--- config.mk ---
export PLATFORM = sky130hd
export DESIGN_NAME = xpd_decoder
export DESIGN_NICKNAME = d
export VERILOG_FILES = /design/src/rtl/xpd_pkg.sv /design/src/rtl/xpd_decoder.sv
export SDC_FILE = /design/constraint.sdc
export NUM_CORES = 1
export LEC_CHECK = 0
export BUFFER_PORTS_ARGS = -buffer_cell sky130_fd_sc_hd__buf_2
export CAP_MARGIN = 30
export CORE_MARGIN = 4
export CORE_UTILIZATION = 45
export DETAILED_ROUTE_END_ITERATION = 12
export PLACE_DENSITY = 0.9
export SYNTH_ARGS = -nofsm -noshare
export SYNTH_HDL_FRONTEND = slang
export SYNTH_SLANG_ARGS = --single-unit
--- constraint.sdc ---
create_clock -name clk_in -period 2.2 [get_ports clk_in]
set_clock_uncertainty 0.05 [all_clocks]
set_input_delay 0.22 -clock clk_in [delete_from_list [all_inputs] [get_ports clk_in]]
set_output_delay 0.22 -clock clk_in [all_outputs]
set_load 0.03 [all_outputs]
--- src/rtl/xpd_pkg.sv ---
// xpd_pkg: shared constants and types for the extension-bus decoder.
// assumes one 200 MHz core clock; all routing ranges sit in segment 0.
package xpd_pkg;
   localparam logic [15:0] XPD_SEL_OFFSET = 16'hF024;
   localparam logic [15:0] XPD_SEL_RESET = 16'h0005;
   localparam int XPD_FIRST_CAN_BIT = 0;
   localparam int XPD_SECOND_CAN_BIT = 1;
   localparam int XPD_SMALL_RAM_BIT = 2;
   localparam int XPD_LARGE_RAM_BIT = 3;
   localparam int XPD_RTC_BIT = 4;
   localparam logic [15:0] XPD_SEL_MASK = 16'h001F;
   localparam logic [23:0] XPD_LRAM_LO = 24'h00_C000;
   localparam logic [23:0] XPD_LRAM_HI = 24'h00_DFFF;
   localparam logic [23:0] XPD_SRAM_LO = 24'h00_E000;
   localparam logic [23:0] XPD_SRAM_HI = 24'h00_E7FF;
   localparam logic [23:0] XPD_RTC_LO = 24'h00_EC00;
   localparam logic [23:0] XPD_RTC_HI = 24'h00_ECFF;
   localparam logic [23:0] XPD_CAN2_LO = 24'h00_EE00;
   localparam logic [23:0] XPD_CAN2_HI = 24'h00_EEFF;
   localparam logic [23:0] XPD_CAN1_LO = 24'h00_EF00;
   localparam logic [23:0] XPD_CAN1_HI = 24'h00_EFFF;
   localparam int XPD_CLK_PERIOD_PS = 5000;
   localparam int XPD_RAM_ACCESS_NS = 50;
   localparam int XPD_CAN_ACCESS_NS = 100;
   localparam int XPD_RTC_ACCESS_NS = 100;
   localparam logic [4:0] XPD_RAM_CYC =
      5'((XPD_RAM_ACCESS_NS * 1000 + XPD_CLK_PERIOD_PS - 1) / XPD_CLK_PERIOD_PS);
   localparam logic [4:0] XPD_CAN_CYC =
      5'((XPD_CAN_ACCESS_NS * 1000 + XPD_CLK_PERIOD_PS - 1) / XPD_CLK_PERIOD_PS);
   localparam logic [4:0] XPD_RTC_CYC =
      5'((XPD_RTC_ACCESS_NS * 1000 + XPD_CLK_PERIOD_PS - 1) / XPD_CLK_PERIOD_PS);
   localparam logic [4:0] XPD_CNT_RESET = 5'h00;
   localparam logic [15:0] XPD_DATA_RESET = 16'h0000;
   localparam logic [2:0] XPD_SYNC_RESET = 3'b000;

   typedef enum logic [2:0] {
      XPD_RT_EXT = 3'b000,
      XPD_RT_SRAM = 3'b001,
      XPD_RT_LRAM = 3'b010,
      XPD_RT_CAN1 = 3'b011,
      XPD_RT_CAN2 = 3'b100,
      XPD_RT_RTC = 3'b101,
      XPD_RT_NONE = 3'b110
   } xpd_route_t;

   typedef enum logic [1:0] {
      XPD_ST_IDLE = 2'b00,
      XPD_ST_ONCHIP = 2'b01,
      XPD_ST_EXTERN = 2'b10
   } xpd_state_t;

   // one cpu access as seen by every target
   typedef struct packed {
      logic [23:0] addr;
      logic [15:0] wdata;
      logic [1:0] byte_en;
      logic write;
   } xpd_access_t;

   // strobes towards the on-chip units, one-hot
   typedef struct packed {
      logic sram;
      logic lram;
      logic can1;
      logic can2;
      logic rtc;
   } xpd_unit_sel_t;
endpackage

--- src/rtl/xpd_decoder.sv ---
// xpd_decoder: routes cpu accesses in upper segment 0 to on-chip units or the
// external bus controller, holds the peripheral-select register.
// assumes cpu, units and external controller share clk_in; emulation pin is async.
//
// Summary of operation
// - small ram at E000-E7FF when global and bit2
// - otherwise that range goes to external bus
// - large ram at C000-DFFF when global and bit3
// - otherwise that range goes to external bus
// - EF00-EFFF to first controller when bit0
// - EE00-EEFF to second controller when bit1
// - controller access: 16-bit, bytes, 100ns
// - ram access: 16-bit, bytes and words, 50ns
// - controller ranges external only if both disabled
// - disabled controller releases its port pins
// - rtc range external only if controllers disabled
// - select register resets to 05h
// - select register frozen once global enable set
// - disabled unit occupies no space, pins, interrupts
// - emulation mode treats all enables as set
// - oscillator stop in power-down follows rtc enable
// - controllers in use limit segment lines to four
module xpd_decoder
   import xpd_pkg::*;
(
   input wire logic clk_in, // core clock
   input wire logic rst_n_in, // sync reset, low
   input wire logic global_extension_enable_in, // from system_config
   input wire logic emulation_mode_in, // async pin
   input wire logic power_down_in, // core entering power-down
   input wire logic rtc_oscillator_off_in, // from rtc_control
   input wire logic reg_wr_in, // register write strobe
   input wire logic reg_rd_in, // register read strobe
   input wire logic [15:0] reg_addr_in, // register address
   input wire logic [15:0] reg_wdata_in, // register write data
   output logic [15:0] reg_rdata_out, // register read data
   input wire logic cpu_req_in, // access request
   input wire xpd_access_t cpu_acc_in, // access payload
   output logic cpu_busy_out, // not ready for a request
   output logic cpu_ack_out, // access done pulse
   output logic [15:0] cpu_rdata_out, // read data
   output xpd_access_t xbus_acc_out, // payload to units and ext
   output xpd_unit_sel_t xbus_sel_out, // unit selects
   input wire logic [15:0] xbus_rdata_in, // unit read data
   output logic ext_req_out, // external cycle pulse
   input wire logic ext_done_in, // external cycle done pulse
   input wire logic [15:0] ext_rdata_in, // external read data
   output logic emu_routing_out, // companion chip governs routing
   output logic p4_4_7_gpio_out, // pins free for gpio
   output logic p4_5_6_gpio_out, // pins free for gpio
   output logic [1:0] can_irq_en_out, // controller interrupt hookup
   output logic seg_lines_four_out, // only 4 segment lines
   output logic osc_stop_out // stop oscillator in power-down
);

   ////////////////////////////////////////////////////////////////////////////
   function automatic logic in_range(input logic [23:0] a, input logic [23:0] lo,
                                     input logic [23:0] hi);
      in_range = (a >= lo) && (a <= hi);
   endfunction

   logic [15:0] sel_r;
   logic lock_r;
   logic [2:0] emu_sync_r;
   logic emu_r;
   logic [15:0] eff;
   logic glob;
   xpd_route_t route;
   xpd_state_t state_r;
   xpd_route_t route_r;
   logic [4:0] cnt_r;
   logic [4:0] cnt_nxt;

   ////////////////////////////////////////////////////////////////////////////
   // emulation pin: three stages, change accepted once last two agree
   always_ff @(posedge clk_in) begin
      if (!rst_n_in) begin
         emu_sync_r <= XPD_SYNC_RESET;
         emu_r <= 1'b0;
      end else begin
         emu_sync_r <= {emu_sync_r[1:0], emulation_mode_in};
         if (emu_sync_r[2] == emu_sync_r[1]) begin
            emu_r <= emu_sync_r[2];
         end
      end
   end

   // lock is sticky: clearing the global bit later must not reopen the register
   always_ff @(posedge clk_in) begin
      if (!rst_n_in) begin
         lock_r <= 1'b0;
      end else if (global_extension_enable_in) begin
         lock_r <= 1'b1;
      end
   end

   always_ff @(posedge clk_in) begin
      if (!rst_n_in) begin
         sel_r <= XPD_SEL_RESET;
      end else if (reg_wr_in && reg_addr_in == XPD_SEL_OFFSET && !lock_r
                   && !global_extension_enable_in) begin
         sel_r <= reg_wdata_in & XPD_SEL_MASK;
      end
   end

   always_ff @(posedge clk_in) begin
      if (!rst_n_in) begin
         reg_rdata_out <= XPD_DATA_RESET;
      end else if (reg_rd_in) begin
         reg_rdata_out <= (reg_addr_in == XPD_SEL_OFFSET) ? sel_r : XPD_DATA_RESET;
      end
   end

   ////////////////////////////////////////////////////////////////////////////
   assign eff = emu_r ? XPD_SEL_MASK : sel_r;
   assign glob = global_extension_enable_in;

   always_comb begin
      route = XPD_RT_EXT;
      if (glob) begin
         if (in_range(cpu_acc_in.addr, XPD_SRAM_LO, XPD_SRAM_HI)) begin
            route = eff[XPD_SMALL_RAM_BIT] ? XPD_RT_SRAM : XPD_RT_EXT;
         end else if (in_range(cpu_acc_in.addr, XPD_LRAM_LO, XPD_LRAM_HI)) begin
            route = eff[XPD_LARGE_RAM_BIT] ? XPD_RT_LRAM : XPD_RT_EXT;
         end else if (in_range(cpu_acc_in.addr, XPD_CAN1_LO, XPD_CAN1_HI)) begin
            if (eff[XPD_FIRST_CAN_BIT]) begin
               route = XPD_RT_CAN1;
            end else if (!eff[XPD_SECOND_CAN_BIT]) begin
               route = XPD_RT_EXT;
            end else begin
               route = XPD_RT_NONE;
            end
         end else if (in_range(cpu_acc_in.addr, XPD_CAN2_LO, XPD_CAN2_HI)) begin
            if (eff[XPD_SECOND_CAN_BIT]) begin
               route = XPD_RT_CAN2;
            end else if (!eff[XPD_FIRST_CAN_BIT]) begin
               route = XPD_RT_EXT;
            end else begin
               route = XPD_RT_NONE;
            end
         end else if (in_range(cpu_acc_in.addr, XPD_RTC_LO, XPD_RTC_HI)) begin
            if (eff[XPD_RTC_BIT]) begin
               route = XPD_RT_RTC;
            end else if (!eff[XPD_FIRST_CAN_BIT] && !eff[XPD_SECOND_CAN_BIT]) begin
               route = XPD_RT_EXT;
            end else begin
               route = XPD_RT_NONE;
            end
         end
      end
   end

   ////////////////////////////////////////////////////////////////////////////
   // unit wait time; ram and controllers are both demuxed 16-bit with byte lanes
   function automatic logic [4:0] unit_cycles(input xpd_route_t r);
      case (r)
         XPD_RT_SRAM, XPD_RT_LRAM: unit_cycles = XPD_RAM_CYC;
         XPD_RT_CAN1, XPD_RT_CAN2: unit_cycles = XPD_CAN_CYC;
         XPD_RT_RTC: unit_cycles = XPD_RTC_CYC;
         default: unit_cycles = 5'h01;
      endcase
   endfunction

   assign cpu_busy_out = (state_r != XPD_ST_IDLE);
   assign cnt_nxt = cnt_r - 5'h01;

   always_ff @(posedge clk_in) begin
      if (!rst_n_in) begin
         state_r <= XPD_ST_IDLE;
         route_r <= XPD_RT_EXT;
         cnt_r <= XPD_CNT_RESET;
      end else begin
         case (state_r)
            XPD_ST_IDLE: begin
               if (cpu_req_in) begin
                  route_r <= route;
                  cnt_r <= unit_cycles(route);
                  state_r <= (route == XPD_RT_EXT) ? XPD_ST_EXTERN : XPD_ST_ONCHIP;
               end
            end
            XPD_ST_ONCHIP: begin
               cnt_r <= cnt_nxt;
               if (cnt_r == 5'h01) begin
                  state_r <= XPD_ST_IDLE;
               end
            end
            XPD_ST_EXTERN: begin
               if (ext_done_in) begin
                  state_r <= XPD_ST_IDLE;
               end
            end
            default: state_r <= XPD_ST_IDLE;
         endcase
      end
   end

   // payload and selects held for the whole unit access
   always_ff @(posedge clk_in) begin
      if (!rst_n_in) begin
         xbus_acc_out <= '0;
         xbus_sel_out <= '0;
         ext_req_out <= 1'b0;
      end else begin
         ext_req_out <= 1'b0;
         if (state_r == XPD_ST_IDLE && cpu_req_in) begin
            xbus_acc_out <= cpu_acc_in;
            xbus_sel_out.sram <= (route == XPD_RT_SRAM);
            xbus_sel_out.lram <= (route == XPD_RT_LRAM);
            xbus_sel_out.can1 <= (route == XPD_RT_CAN1);
            xbus_sel_out.can2 <= (route == XPD_RT_CAN2);
            xbus_sel_out.rtc <= (route == XPD_RT_RTC);
            ext_req_out <= (route == XPD_RT_EXT);
         end else if (state_r == XPD_ST_ONCHIP && cnt_r == 5'h01) begin
            xbus_sel_out <= '0;
         end
      end
   end

   always_ff @(posedge clk_in) begin
      if (!rst_n_in) begin
         cpu_ack_out <= 1'b0;
         cpu_rdata_out <= XPD_DATA_RESET;
      end else begin
         cpu_ack_out <= 1'b0;
         if (state_r == XPD_ST_ONCHIP && cnt_r == 5'h01) begin
            cpu_ack_out <= 1'b1;
            // an invisible unit reads as zero
            cpu_rdata_out <= (route_r == XPD_RT_NONE) ? XPD_DATA_RESET : xbus_rdata_in;
         end else if (state_r == XPD_ST_EXTERN && ext_done_in) begin
            cpu_ack_out <= 1'b1;
            cpu_rdata_out <= ext_rdata_in;
         end
      end
   end

   ////////////////////////////////////////////////////////////////////////////
   always_ff @(posedge clk_in) begin
      if (!rst_n_in) begin
         emu_routing_out <= 1'b0;
         p4_4_7_gpio_out <= 1'b1;
         p4_5_6_gpio_out <= 1'b1;
         can_irq_en_out <= 2'b00;
         seg_lines_four_out <= 1'b0;
         osc_stop_out <= 1'b0;
      end else begin
         emu_routing_out <= emu_r;
         p4_4_7_gpio_out <= !(glob && eff[XPD_SECOND_CAN_BIT]);
         p4_5_6_gpio_out <= !(glob && eff[XPD_FIRST_CAN_BIT]);
         can_irq_en_out <= glob ? eff[1:0] : 2'b00;
         seg_lines_four_out <= glob && (eff[0] || eff[1]);
         osc_stop_out <= power_down_in &&
                         (!(glob && eff[XPD_RTC_BIT]) || rtc_oscillator_off_in);
      end
   end
endmodule // xpd_decoder

Word level (Yosys, flattened, before mapping)
Cells that the tools add are included.
{"block": "op_classes", "eq_ne": 14, "addsub": 1, "mux": 31, "n_reduce_logical": 39, "n_lt_le_gt_ge": 10}
{"cell": "$ge 24x16->1 const B", "n": 5}
{"cell": "$le 24x16->1 const B", "n": 5}
{"cell": "$mux 16", "n": 3}
{"cell": "$mux 3", "n": 12}
{"cell": "$mux 5", "n": 5}
{"cell": "$pmux 5 s2", "n": 2}
{"cell": "$logic_and 1x1->1", "n": 17}
{"cell": "$eq 16x16->1 const B", "n": 1}
{"cell": "$mux 2", "n": 5}
{"cell": "$eq 3x3->1 const B", "n": 3}
{"cell": "$reduce_and 2->1", "n": 4}
{"cell": "$reduce_bool 2->1", "n": 4}
{"cell": "$logic_not 1->1", "n": 7}
{"cell": "$eq 3x2->1 const B", "n": 2}
{"cell": "$pmux 2 s3", "n": 1}
{"cell": "$eq 5x1->1 const B", "n": 1}
{"cell": "$sub 5x1->5 const B", "n": 1}
{"cell": "$ne 2x2->1 const B", "n": 2}
{"cell": "$eq 3x1->1 const B", "n": 1}
{"cell": "$logic_not 3->1", "n": 1}
{"cell": "$mux 1", "n": 3}
{"cell": "$reduce_and 3->1", "n": 1}
{"cell": "$reduce_or 3->1", "n": 1}
{"cell": "$eq 2x1->1 const B", "n": 1}
{"cell": "6 further kinds", "n": 7}
{"block": "word_totals", "regBits": 109, "wordCells": 121}

Longest topological paths before layout
{"block": "depth", "ltp_word": 16, "depth_mapped": 8, "depth_no_buf": 7}

Worst setup path before layout
Ideal clock, no wire load.
{"block": "synth_path", "kind": "register to register", "from": "reg emu_r", "to": "reg cnt_r[4]", "path_buffers": 1, "setup_time_ns": 0.070, "arrival_ns": 1.592, "period_less_slack_ns": 1.713, "path_stages_with_launch": 8, "slack_ns": 0.487, "cell_sequence": "dfxtp_1 buf_4 nor2_1 o22ai_1 a21oi_1 or2_1 or4_1 a21oi_1"}
{"block": "synth_between", "elab_chain_len": 16, "word_cells_on_any_way": 28}
{"item": "from (decl)", "line_no": "xpd_decoder.sv:65", "source": "logic emu_r;"}
{"item": "from (signal assigned)", "line_no": "xpd_decoder.sv:83", "source": "emu_r <= emu_sync_r[2];"}
{"item": "$mux 5 *", "line_no": "xpd_decoder.sv:115", "source": "assign eff = emu_r ? XPD_SEL_MASK : sel_r;"}
{"item": "$logic_not 1->1", "line_no": "xpd_decoder.sv:144", "source": "end else if (!eff[XPD_FIRST_CAN_BIT] && !eff[XPD_SECOND_CAN_BIT]) begin"}
{"item": "$logic_and 1x1->1", "line_no": "xpd_decoder.sv:144"}
{"item": "$mux 3", "line_no": "xpd_decoder.sv:144"}
{"item": "$mux 3", "line_no": "xpd_decoder.sv:142", "source": "if (eff[XPD_RTC_BIT]) begin"}
{"item": "$mux 3", "line_no": "xpd_decoder.sv:141", "source": "end else if (in_range(cpu_acc_in.addr, XPD_RTC_LO, XPD_RTC_HI)) begin"}
{"item": "$mux 3", "line_no": "xpd_decoder.sv:133", "source": "end else if (in_range(cpu_acc_in.addr, XPD_CAN2_LO, XPD_CAN2_HI)) begin"}
{"item": "$mux 3", "line_no": "xpd_decoder.sv:125", "source": "end else if (in_range(cpu_acc_in.addr, XPD_CAN1_LO, XPD_CAN1_HI)) begin"}
{"item": "$mux 3", "line_no": "xpd_decoder.sv:123", "source": "end else if (in_range(cpu_acc_in.addr, XPD_LRAM_LO, XPD_LRAM_HI)) begin"}
{"item": "$mux 3 *", "line_no": "xpd_decoder.sv:121", "source": "if (in_range(cpu_acc_in.addr, XPD_SRAM_LO, XPD_SRAM_HI)) begin"}
{"item": "$mux 3 *", "line_no": "xpd_decoder.sv:120", "source": "if (glob) begin"}
{"item": "$eq 3x2->1, or another cell as far along", "line_no": "xpd_decoder.sv:156", "source": "case (r)"}
{"item": "$reduce_or 3->1 (no source line) or $reduce_or 2->1 (tied branches)"}
{"item": "$pmux 5 s2 *", "line_no": "xpd_decoder.sv:156"}
{"item": "$mux 5 *", "line_no": "xpd_decoder.sv:175", "source": "if (cpu_req_in) begin"}
{"item": "$pmux 5 s2 *", "line_no": "xpd_decoder.sv:173", "source": "case (state_r)"}
{"item": "to (signal assigned)", "line_no": "xpd_decoder.sv:177", "source": "cnt_r <= unit_cycles(route);"}
{"item": "to (signal assigned)", "line_no": "xpd_decoder.sv:182", "source": "cnt_r <= cnt_nxt;"}
{"item": "to (decl)", "line_no": "xpd_decoder.sv:71", "source": "logic [4:0] cnt_r;"}
Every way passes the cells marked *; elsewhere a longest branch is shown, timed or not. The select of a mux whose other input is x is not followed.
A chain may end at the register's enable or synchronous reset.

Worst setup path in the final report
{"block": "layout_path", "from": "reg sel_r[1]", "to": "reg cnt_r[4]"}
{"block": "layout_between", "elab_chain_len": 16, "word_cells_on_any_way": 24}
{"item": "from (decl)", "line_no": "xpd_decoder.sv:62", "source": "logic [15:0] sel_r;"}
{"item": "from (signal assigned)", "line_no": "xpd_decoder.sv:102", "source": "sel_r <= reg_wdata_in & XPD_SEL_MASK;"}
{"item": "$mux 5 *", "line_no": "xpd_decoder.sv:115"}
{"item": "$logic_not 1->1", "line_no": "xpd_decoder.sv:144"}
{"item": "$logic_and 1x1->1", "line_no": "xpd_decoder.sv:144"}
{"item": "$mux 3", "line_no": "xpd_decoder.sv:144"}
{"item": "$mux 3", "line_no": "xpd_decoder.sv:142"}
{"item": "$mux 3", "line_no": "xpd_decoder.sv:141"}
{"item": "$mux 3", "line_no": "xpd_decoder.sv:133"}
{"item": "$mux 3 *", "line_no": "xpd_decoder.sv:125"}
{"item": "$mux 3 *", "line_no": "xpd_decoder.sv:123"}
{"item": "$mux 3 *", "line_no": "xpd_decoder.sv:121"}
{"item": "$mux 3 *", "line_no": "xpd_decoder.sv:120"}
{"item": "$eq 3x2->1, or another cell as far along", "line_no": "xpd_decoder.sv:156"}
{"item": "$reduce_or 3->1 (no source line) or $reduce_or 2->1 (tied branches)"}
{"item": "$pmux 5 s2 *", "line_no": "xpd_decoder.sv:156"}
{"item": "$mux 5 *", "line_no": "xpd_decoder.sv:175"}
{"item": "$pmux 5 s2 *", "line_no": "xpd_decoder.sv:173"}
Marked as above.

==> run metrics <==
first-pass GRT wire length=17,400 um; Hold Buf Count CTS=0; endpoints failing setup=0; # rows=34; Sum Neg Setup Slack=0 ns; synth warn=0; WHS=0.0224 ns; largest net degree at the start of global routing=45; share of flip-flops with an asynchronous set or reset=0%; worst skew pair latency=0.35 ns; initial antenna violation count=0; drt wl/cell=14.7 um; number of max-slew violations in the final report=0; Area Growth Syn to Fin=30.3%; H-tree level count=3; drt pass-1 iters=4; VDD IR max=0.432 mV; Clock Sinks=98; fin crit share=90.8%; Top Ports=207; Rel. slew slack=57.7%; drt drc=0; Routed Wire Length=11,100 um; CP Capture Type=flop; Core ar.=8720 sq um; Slew @ Worst Pin=0.632 ns; HPWL Detailed=8450 um; CTS buffer count=9; Netlist Area Pre-Place=4040 sq um; Data arrival, critical path=2.23 ns; CTS tree=done; fin nets=763; total number of vias=3,970; RSZ-0062 raised after global routing=no; crit-path max FO=11; antenna-violating nets left=0; Hold Fails Final Rpt=0; drt via density=5.24; initial core utilization=46.4%; chip width=103 um; Seq/Total Area, Yosys=48.5%; Worst-path clk slew=0.08 ns; aggregate global routing overflow=0; Synth Register Bits=98; die area=10,600 sq um; Setup Buffers After CTS=0; Iter 0 DRT Violations=134; Yosys cell types=57; post-layout min period=2.00 ns; vias in the first global route=3,902; critical path class=reg -> reg; Hold Path Class=in -> reg; Leakage=0.00252 uW; # diodes=0; Total GRT Usage=20.6%; fraction of layout cells with a size suffix above 1=34.4%; Post-synth EDFFs=0; IO buf count=184; Pwr per Cell Area=753 nW/um^2; clock buffer depth=2; Data required, critical path=2.43 ns; status=finished clean; RePlAce Congestion=0.862; Die Ht=103 um; Fmax=0.501 GHz; Cells after Synth=472; most used flip-flop cell after synthesis=dfxtp_1; Synth Area per Inst=8.56 sq um; # Max-Cap Violations=0; root buffer cell=clkbuf_8; CP Launch Type=flop
==> stage by stage <==
stage	total power, uW	utilization (%)	area [sq um]	setup slack, ns	std cells
finish	3970	60.4	5270	0.202	757
global route	4130	60.4	5270	0.132	757
CTS	4000	60.4	5270	0.129	757
detailed placement	2520	57.3	5000	0.152	741
global placement	2500	57.3	5000	0.200	741
floorplan	2300	-	4080	0.487	482
==> area by class of cell <==
type | count | area (sq um)
Clock buffer | 11 | 141
Multi-Input combinational cell | 333 | 1880
Tap cell | 108 | 135
Fill cell | 763 | 3450
Clock inverter | 5 | 125
Inverter | 8 | 30.0
Sequential cell | 98 | 1960
Timing Repair Buffer | 194 | 996
==> routing by layer <==
metal	routed length (um)	global-route usage [%]	vias up	part of all wire (%)
met3	829	4.19	26	7.4
li1	-	-	1945	-
met5	0	0	-	0
met2	5660	36.2	162	51
met4	242	9.16	0	2.2
met1	4400	24.2	1837	40
==> path summary, 6_finish.rpt <==
check	end	from	slack, ns	depth (start not counted)
min reg2reg	emu_sync_r[1]$_SDFF_PN0_	emu_sync_r[0]$_SDFF_PN0_	0.39	1
max	cnt_r[4]$_SDFFE_PN0P_	sel_r[1]$_SDFFE_PN0P_	0.20	5
min	emu_sync_r[0]$_SDFF_PN0_	emulation_mode_in	0.02	2
max reg2reg	cnt_r[4]$_SDFFE_PN0P_	sel_r[1]$_SDFFE_PN0P_	0.20	5
==> where the power goes <==
part	switching, uW	leakage (uW)	internal, uW
logic	384	0.00158	201
clock network	593	0.000134	900
registers	38.3	0.000801	1850
==> cell families (layout without fill, tap and decap cells) <==
group                    Yosys count  after routing  share of synthesized area [%]
multiplexers                      21             21                           5.20
AO/OA/AOI/OAI                    116            116                           17.3
other                              1             11                         0.0928
flip-flops                        98             98                           48.5
XOR/XNOR                           2              2                          0.433
adder cells (fa/ha/maj)            2              2                          0.619
buffers and inverters             51            218                           6.10
AND/OR/NAND/NOR                  181            181                           21.7
==> state kept, by name, summed over array words and instances, names as in the netlist <==
signal / flops
p4_5_6_gpio_out: 1
cnt_r: 5
xbus_acc_out: 43
cpu_ack_out: 1
state_r: 2
cpu_rdata_out: 16
xbus_sel_out: 5
emu_sync_r: 3
ext_req_out: 1
osc_stop_out: 1
seg_lines_four_out: 1
p4_4_7_gpio_out: 1
route_r: 3
emu_r: 1
emu_routing_out: 1
sel_r: 5
can_irq_en_out: 2
reg_rdata_out: 5
lock_r: 1
==> timing repair <==
item	in CTS	in global routing
hold endpoints to repair	0	0
gates resized for setup	0	1
endpoints found under the setup margin	0	1
==> critical path, stage by stage, from the launching register on <==
cell and delay [ns]:
dfxtp_1 0.52, nor3_1 0.12, a41o_1 0.27, a211o_1 0.41, or4_1 0.44, a21oi_1 0.13
==> cell usage after synthesis (2+ instances only) <==
master	instances	area, sq um
nand2_1	106	398
dfxtp_1	98	1960
a21oi_1	71	355
clkbuf_1	24	90.1
mux2i_1	21	210
nor2_1	20	75.1
a211oi_1	16	120
buf_4	12	90.1
nand3_1	10	50.1
o21ai_0	8	40.0
inv_1	7	26.3
nand2b_1	7	43.8
and2_1	5	31.3
a31oi_1	4	25.0
buf_1	4	15.0
nand3b_1	3	22.5
nand4_1	3	18.8
nor3_1	3	15.0
o32ai_1	3	26.3
buf_2	2	10.0
ha_1	2	25.0
nor3b_1	2	15.0
nor4b_1	2	17.5
o21a_1	2	15.0
or2_1	2	12.5
or2_2	2	12.5
or4_1	2	15.0
xnor2_1	2	17.5
==> layout by cell type, fill, tap and decap left out, types with 3 or more instances in the layout <==
master | synthesis | final
buf_2 | 2 | 184
nand2_1 | 106 | 105
dfxtp_1 | 98 | 97
a21oi_1 | 71 | 71
mux2i_1 | 21 | 21
nor2_1 | 20 | 20
a211oi_1 | 16 | 16
conb_1 | 1 | 11
nand3_1 | 10 | 10
clkbuf_8 | 0 | 10
buf_4 | 12 | 10
o21ai_0 | 8 | 8
inv_1 | 7 | 7
nand2b_1 | 7 | 7
and2_1 | 5 | 4
a31oi_1 | 4 | 4
bufinv_16 | 0 | 4
nor3_1 | 3 | 3
nand3b_1 | 3 | 3
o32ai_1 | 3 | 3
nand4_1 | 3 | 3
Note: power is estimated with default switching activity, not from simulation.
